File: src/inc/two_wire_bus_pkg.sv
// package: constants and carrier types for the two-wire bus framing block
package two_wire_bus_pkg;

	localparam int          ADDR_BITS        = 7;
	localparam int          BYTE_BITS        = 8;
	localparam logic [3:0]  LAST_BIT_INDEX   = 4'h8;
	localparam logic [6:0]  GENERAL_CALL_ADR = 7'h00;
	localparam logic [3:0]  RESERVED_TOP     = 4'hf;
	localparam logic [6:0]  OWN_ADDR_RESET   = 7'h10;
	localparam logic        DIR_READ         = 1'b1;
	localparam logic        DIR_WRITE        = 1'b0;

	typedef enum logic [1:0] {
		PH_IDLE,
		PH_ADDR,
		PH_DATA,
		PH_IGNORE
	} phase_t;

	// one open-drain line at the port
	typedef struct packed {
		logic out;
		logic oe;
	} od_pin_t;

	// what the user side sees after a byte
	typedef struct packed {
		logic       valid;
		logic [7:0] data;
		logic       isAddress;
		logic       generalCall;
		logic       readDir;
	} rx_event_t;

	typedef struct packed {
		logic [1:0]  sclSync;
		logic [1:0]  sdaSync;
		logic        sclPrev;
		logic        sdaPrev;
		logic        busBusy;
		phase_t      phase;
		logic [3:0]  bitIndex;
		logic [7:0]  shift;
		logic        addressed;
		logic        readMode;
		logic        generalCall;
		logic        sdaLow;
		logic        masterAck;
		logic [7:0]  txByte;
		logic        startSeen;
		logic        stopSeen;
		rx_event_t   rx;
	} state_t;

endpackage

File: src/core/two_wire_bus_slave.sv
// slave-side framing engine of the two-wire bus: conditions, busy, address and data packets
//
// Overview of operation
// - the master starts, ends and clocks every transfer; this end only follows it
// - one clock pulse per bit; data is sampled on the rising clock edge
// - data edges while clock is high are decoded as start or stop
// - bus is busy from a start until the next stop
// - a start while busy is a repeated start; busy stays until stop
// - address packet is seven address bits, direction bit, acknowledge slot
// - direction one means read, zero means write
// - matching slave pulls data low in the ninth clock period
// - busy or unable slave leaves data released in the acknowledge slot
// - address byte arrives most significant bit first
// - all-zero address is the general call, never an own address
// - general call write is acknowledged when enabled; following data received
// - addresses 1111xxx are reserved and never an own address
// - lines are only pulled low or released; wired-AND level is read
// - data packets are a byte msb first plus receiver acknowledge
module two_wire_bus_slave
	import two_wire_bus_pkg::*;
(
	// clock and reset
	input  wire logic       ref_clk,
	input  wire logic       rst_n,
	// control
	input  wire logic       two_wire_power_gate,
	input  wire logic [6:0] ownAddress,
	input  wire logic       generalCallEnable,
	input  wire logic       slaveReady,
	input  wire logic [7:0] txData,
	// bus pins
	input  wire logic       sclIn,
	input  wire logic       sdaIn,
	output od_pin_t         sclPin,
	output od_pin_t         sdaPin,
	// status
	output logic            busBusy,
	output logic            startDetected,
	output logic            stopDetected,
	output rx_event_t       rxEvent
);

	// whole state in one register; next_s is its combinational copy
	state_t s;
	state_t next_s;

	// reserved or general call addresses never match as own address
	function automatic logic ownAddrLegal(input logic [6:0] a);
		return (a != GENERAL_CALL_ADR) && (a[6:3] != RESERVED_TOP);
	endfunction

	// both packet kinds are clocked the same way; idle and ignore are not
	function automatic logic inFrame(input phase_t p);
		return (p == PH_ADDR) || (p == PH_DATA);
	endfunction

	// pulse count once the acknowledge slot has been clocked
	function automatic logic [3:0] afterAck();
		return LAST_BIT_INDEX + 4'h1;
	endfunction

	// bit of a read byte that goes out once the given pulses have passed
	function automatic logic txBitAt(input logic [7:0] b, input logic [3:0] sent);
		logic [3:0] pos;
		pos = LAST_BIT_INDEX - 4'h1 - sent;
		return b[pos[2:0]];
	endfunction

	logic sclNow;
	logic sdaNow;
	logic sclRise;
	logic sclFall;
	logic startCond;
	logic stopCond;

	// pins are asynchronous: two flops each before any decode, and the
	// previous synchronised level gives the edges one cycle later
	always_comb
	begin
		sclNow    = s.sclSync[1];
		sdaNow    = s.sdaSync[1];
		sclRise   = sclNow & ~s.sclPrev;
		sclFall   = ~sclNow & s.sclPrev;
		startCond = sclNow & s.sclPrev & s.sdaPrev & ~sdaNow;
		stopCond  = sclNow & s.sclPrev & ~s.sdaPrev & sdaNow;
	end

	always_comb
	begin
		next_s            = s;
		next_s.sclSync    = {s.sclSync[0], sclIn};
		next_s.sdaSync    = {s.sdaSync[0], sdaIn};
		next_s.sclPrev    = sclNow;
		next_s.sdaPrev    = sdaNow;
		next_s.startSeen  = 1'b0;
		next_s.stopSeen   = 1'b0;
		next_s.rx.valid   = 1'b0;

		if (two_wire_power_gate)
		begin
			// gated: ignore the bus entirely and let go of the data line
			next_s.busBusy   = 1'b0;
			next_s.phase     = PH_IDLE;
			next_s.sdaLow    = 1'b0;
			next_s.addressed = 1'b0;
		end
		else if (startCond)
		begin
			// covers repeated start too: busy simply stays set
			next_s.busBusy   = 1'b1;
			next_s.startSeen = 1'b1;
			next_s.phase     = PH_ADDR;
			next_s.bitIndex  = 4'h0;
			next_s.addressed = 1'b0;
			next_s.sdaLow    = 1'b0;
		end
		else if (stopCond)
		begin
			// a stop also ends any byte in flight; the next start reframes
			next_s.busBusy  = 1'b0;
			next_s.stopSeen = 1'b1;
			next_s.phase    = PH_IDLE;
			next_s.sdaLow   = 1'b0;
		end
		else if (sclRise && inFrame(s.phase))
		begin
			// the count moves on rising edges only, so the falling edge that
			// follows a start is never mistaken for the end of a bit
			if (s.bitIndex < LAST_BIT_INDEX)
			begin
				next_s.shift    = {s.shift[6:0], sdaNow};
				next_s.bitIndex = s.bitIndex + 4'h1;
			end
			else if (s.bitIndex == LAST_BIT_INDEX)
			begin
				// ninth pulse: receiver acknowledge slot
				next_s.masterAck = ~sdaNow;
				next_s.bitIndex  = afterAck();
			end
		end
		else if (sclFall && inFrame(s.phase))
		begin
			// drive changes only while clock is low to keep data stable
			next_s.sdaLow = 1'b0;
			if (s.bitIndex == LAST_BIT_INDEX)
			begin
				// eight bits in: hand the byte over, then answer in the ninth slot
				next_s.rx.valid     = 1'b1;
				next_s.rx.data      = s.shift;
				next_s.rx.isAddress = (s.phase == PH_ADDR);
				if (s.phase == PH_ADDR)
				begin
					next_s.readMode    = (s.shift[0] == DIR_READ);
					next_s.generalCall = (s.shift[7:1] == GENERAL_CALL_ADR)
						&& (s.shift[0] == DIR_WRITE) && generalCallEnable;
					next_s.addressed   = slaveReady && (next_s.generalCall
						|| (ownAddrLegal(ownAddress) && s.shift[7:1] == ownAddress));
					next_s.rx.generalCall = next_s.generalCall;
					next_s.rx.readDir     = (s.shift[0] == DIR_READ);
					next_s.sdaLow = next_s.addressed;
				end
				else
				begin
					next_s.sdaLow = s.addressed && !s.readMode && slaveReady;
				end
			end
			else if (s.bitIndex == afterAck())
			begin
				next_s.bitIndex = 4'h0;
				if (!s.addressed)
					next_s.phase = PH_IGNORE;
				else
				begin
					next_s.phase = PH_DATA;
					// a read goes on only while the master keeps acknowledging
					if (s.readMode && (s.phase == PH_ADDR || s.masterAck))
					begin
						next_s.txByte = txData;
						next_s.sdaLow = ~txBitAt(txData, 4'h0);
					end
					else if (s.readMode)
						next_s.phase = PH_IGNORE;
				end
			end
			else if (s.bitIndex != 4'h0 && s.addressed && s.readMode && s.phase == PH_DATA)
			begin
				// next bit of the read byte, placed while the clock is low
				next_s.sdaLow = ~txBitAt(s.txByte, s.bitIndex);
			end
		end
	end

	always_ff @(posedge ref_clk)
	begin
		if (!rst_n)
		begin
			s         <= '0;
			// sync flops reset to the idle-high level so no false edge follows
			s.sclSync <= 2'h3;
			s.sdaSync <= 2'h3;
			s.sclPrev <= 1'b1;
			s.sdaPrev <= 1'b1;
			s.phase   <= PH_IDLE;
		end
		else
			s <= next_s;
	end

	// open drain only: pull low or release, never drive high
	assign sclPin        = '{out: 1'b0, oe: 1'b0};
	assign sdaPin        = '{out: 1'b0, oe: s.sdaLow};
	// status outputs come straight from registered state
	assign busBusy       = s.busBusy;
	assign startDetected = s.startSeen;
	assign stopDetected  = s.stopSeen;
	assign rxEvent       = s.rx;

endmodule

File: config.mk
export PLATFORM = sky130hd
export DESIGN_NAME = two_wire_bus_slave
export DESIGN_NICKNAME = d
export VERILOG_FILES = /design/src/inc/two_wire_bus_pkg.sv /design/src/core/two_wire_bus_slave.sv
export SDC_FILE = /design/constraint.sdc
export NUM_CORES = 1
export LEC_CHECK = 0
export ABC_AREA = 1
export BUFFER_PORTS_ARGS = -buffer_cell sky130_fd_sc_hd__buf_2
export CORE_ASPECT_RATIO = 0.6
export CORE_MARGIN = 3
export CORE_UTILIZATION = 58
export CTS_BUF_LIST = sky130_fd_sc_hd__clkbuf_4 sky130_fd_sc_hd__clkbuf_8
export CTS_CLUSTER_DIAMETER = 200
export DETAILED_ROUTE_END_ITERATION = 10
export PLACE_DENSITY = 0.89
export RECOVER_POWER = 100
export SLEW_MARGIN = 40
export SYNTH_ARGS = -nofsm -noshare
export SYNTH_HDL_FRONTEND = slang
export SYNTH_SLANG_ARGS = --single-unit
File: constraint.sdc
create_clock -name ref_clk -period 2 [get_ports ref_clk]
set_clock_uncertainty 0.1 [all_clocks]
set_input_delay 0.4 -clock ref_clk [delete_from_list [all_inputs] [get_ports ref_clk]]
set_output_delay 0.4 -clock ref_clk [all_outputs]
set_load 0.03 [all_outputs]
==> results.md <==
* Run status: finished clean
* # port buffers at 37
* PwrDens at 723 nW/um^2
* Iter 0 DRT Violations at 192
* Worst Hold Endpoint: next_s[45]
* Setup TNS at 0 ns
* Int Pwr at 0.00151 W
* R2r endpoint: s[18]
* DRC at 0
* Via count at 2137
* Worst R2R Setup Slack at 0.007 ns
* Rows at 17
* DR pass1 iterations at 5
* Most common library cell in the layout ignoring fill and taps: nand2_1
* Gr ovfl total at 0
* Hold Crit Depth at 2
* Part of the cycle the worst path needs at 0.996
* Syn Std Cell Area at 2350 um^2
* Drt total wl at 5.67 mm
* Commonest non-fill, non-tap cells in the layout: 52 x nand2_1, 46 x dfxtp_1, 33 x inv_1, 30 x a21oi_1, 26 x nor2_1
* Clock Sinks at 46
* Fillcell total at 299
* Reg-to-Reg Start: s[39]
* Clk network pwr share at 0.445
* Clk_lat worst skew at 0.30 ns
* Hold Crit Start: sdaIn
* Final Hold Violating Endpoints at 0
* Switching power of the nets at 0.000417 W
* Fmax achieved at 502 MHz
* Synth Warn # at 0
* Overall Global Routing Usage at 0.231
* Cts bufs inserted at 5
* Worst min path class: input port to register
* Ports at 41
* Worst setup margin at 0.00744 ns
* Comb pwr share at 0.073
* Core Area at 3790 um^2
* Slew Viols, Final at 0
* Pin count of the biggest net entering global routing at 32
* CTS Buffer Depth at 2
* Routability cong. at 0.941
* Initial core utilization at 0.622
* Synthesized area per cell at 7.57 um^2
* WS Path Type: register to register
* Vias/cell at 5.47
* Peak VDD IR at 0.459 mV
* Die area at 4880 um^2
* Non-Filler Instances at 391
* Nets@finish at 370
* TritonCTS clock tree: built
* Clk slew on worst S/H paths at 0.09 ns
* Hold-fix buffers at CTS at 0
* Post-synthesis sequential area ratio at 0.391
* Die height at 55.3 um
* Crit path DAT at 2.09 ns
* CP endpoint kind: register
* Reg area at 921 um^2
* Required time of the critical path at 2.09 ns
* Synth Instances at 311
* Vias in the first global route at 1897
* Layout cells sized above 1 at 0.224
* Post-DR wirelength/cell at 14.5 um
* P&R area growth vs syn at 13.0%
* Static leakage at 1.18 nW
* Sw frac at 0.217
* Reg power frac at 0.483
* DP Worst Slack at -0.0562 ns
* CP Launch Type: register
* Chip Width at 88.2 um
* ANT cells at 0
* Maxcap violations at 0
* Total design power at 0.00192 W
* Synth cell types at 37
* First-pass GRT wire length at 8.83 mm
* Max H-tree Level at 2
* Multi-input logic area at 1170 um^2
* Worst r2r path cells at 9
* CTS Root Cell: clkbuf_8
* Setup violators final at 0
* Cell Count Post-Placement at 381
* FF+latch count, synth at 46
* Initial antenna violation count at 0
* Final ANT Viol Nets at 0
* Critical path peak fanout at 7
* Fin crit period at 1.99 ns
* DP Wirelength at 3.97 mm
critical path: stages (launching register included):
cell	delay, ns
dfxtp_1	0.38
inv_1	0.09
ha_4	0.29
nor3_2	0.06
inv_2	0.08
nand3_1	0.15
nor3_2	0.27
nand2_1	0.25
o21ai_1	0.17
a21oi_1	0.05
sequential cells by signal, summed over array words and instances (netlist names):
signal         count
busBusy            1
next_s             4
rxEvent           12
s                 26
sdaPin             1
startDetected      1
stopDetected       1
logic make-up (layout without fill, tap and decap cells):
kind of cell,after synthesis,after routing,synth area share
xor+xnor,2,2,0.00744
other cells,1,3,0.00159
flops,46,46,0.391
compound gates,71,71,0.163
fa+ha+maj,5,5,0.0266
simple gates,124,125,0.278
buf+inv,62,92,0.132
cell type report:
cell class / instances / share of cell area
Clock buffer: 6 / 0.0311
Timing Repair Buffer: 45 / 0.0833
Sequential cell: 46 / 0.346
Inverter: 39 / 0.0551
Tap cell: 47 / 0.0221
Clock inverter: 2 / 0.0226
Multi-Input combinational cell: 206 / 0.440
layer usage:
metal / GRT usage / up-vias / routed length [um]
li1: - / 1053 / -
met1: 0.349 / 973 / 2780
met2: 0.322 / 103 / 2350
met3: 0.0551 / 8 / 489
met4: 0.0711 / 0 / 55
met5: 0 / - / 0
synth_stat cells:
master	instances	area share
nand3_2	4	0.017
nand3_1	10	0.021
nand4_1	2	0.0053
ha_1	5	0.027
nor2_2	3	0.0080
nand4_2	1	0.0053
o21ai_2	3	0.011
or2_2	6	0.016
a21oi_1	30	0.064
nor3b_1	1	0.0032
inv_2	6	0.0096
dfxtp_1	46	0.39
nand2_1	52	0.083
buf_6	2	0.0096
a21oi_2	1	0.0037
nor2_4	4	0.019
nor4_1	2	0.0053
o21bai_1	1	0.0032
nor3_2	2	0.0085
buf_1	1	0.0016
nor2_1	26	0.041
a311oi_1	1	0.0037
o211ai_1	2	0.0064
nand2_2	2	0.0053
clkbuf_1	2	0.0032
nand2_4	1	0.0048
buf_2	2	0.0043
buf_4	16	0.051
o21a_1	1	0.0032
o21ai_0	20	0.043
nor3_4	3	0.021
inv_1	33	0.053
xor2_1	2	0.0074
nor3_1	4	0.0085
conb_1	1	0.0016
nor4_2	1	0.0053
o21ai_1	12	0.026
how the worst max path moves through the flow:
stage	depth (start not counted)	endpoint	slack (ns)	from
floorplan	9	s[33]	0.25	s[39]
global placement	8	s[28]	0.08	s[39]
detailed placement	8	s[27]	-0.06	s[39]
CTS	9	s[17]	0.05	s[39]
global route	9	s[18]	-0.06	s[39]
finish	9	s[18]	0.007	s[39]
through the flow:
stage | hold slack, ns | util | area [um^2]
CTS | 0.171 | 0.697 | 2640
finish | 0.177 | 0.702 | 2660
global placement | 0.294 | 0.659 | 2490
detailed placement | 0.308 | 0.659 | 2490
global route | 0.178 | 0.702 | 2660
floorplan | 0.293 | - | 2360
what timing repair did:
action	CTS	global route
gates cloned	0	1
pin swaps	0	3
endpoints found under the setup margin	7	18
gates resized for setup	1	6
setup buffers	0	1
power groups by stage:
stage / combinational (W) / sequential (W) / clock, W
floorplan: 0.0000878 / 0.000951 / 0
global placement: 0.000130 / 0.000949 / 0
detailed placement: 0.000134 / 0.000950 / 0
CTS: 0.000136 / 0.000928 / 0.000856
global route: 0.000154 / 0.000929 / 0.000899
finish: 0.000140 / 0.000928 / 0.000855
No activity file was read; power rests on OpenSTA's default activity.
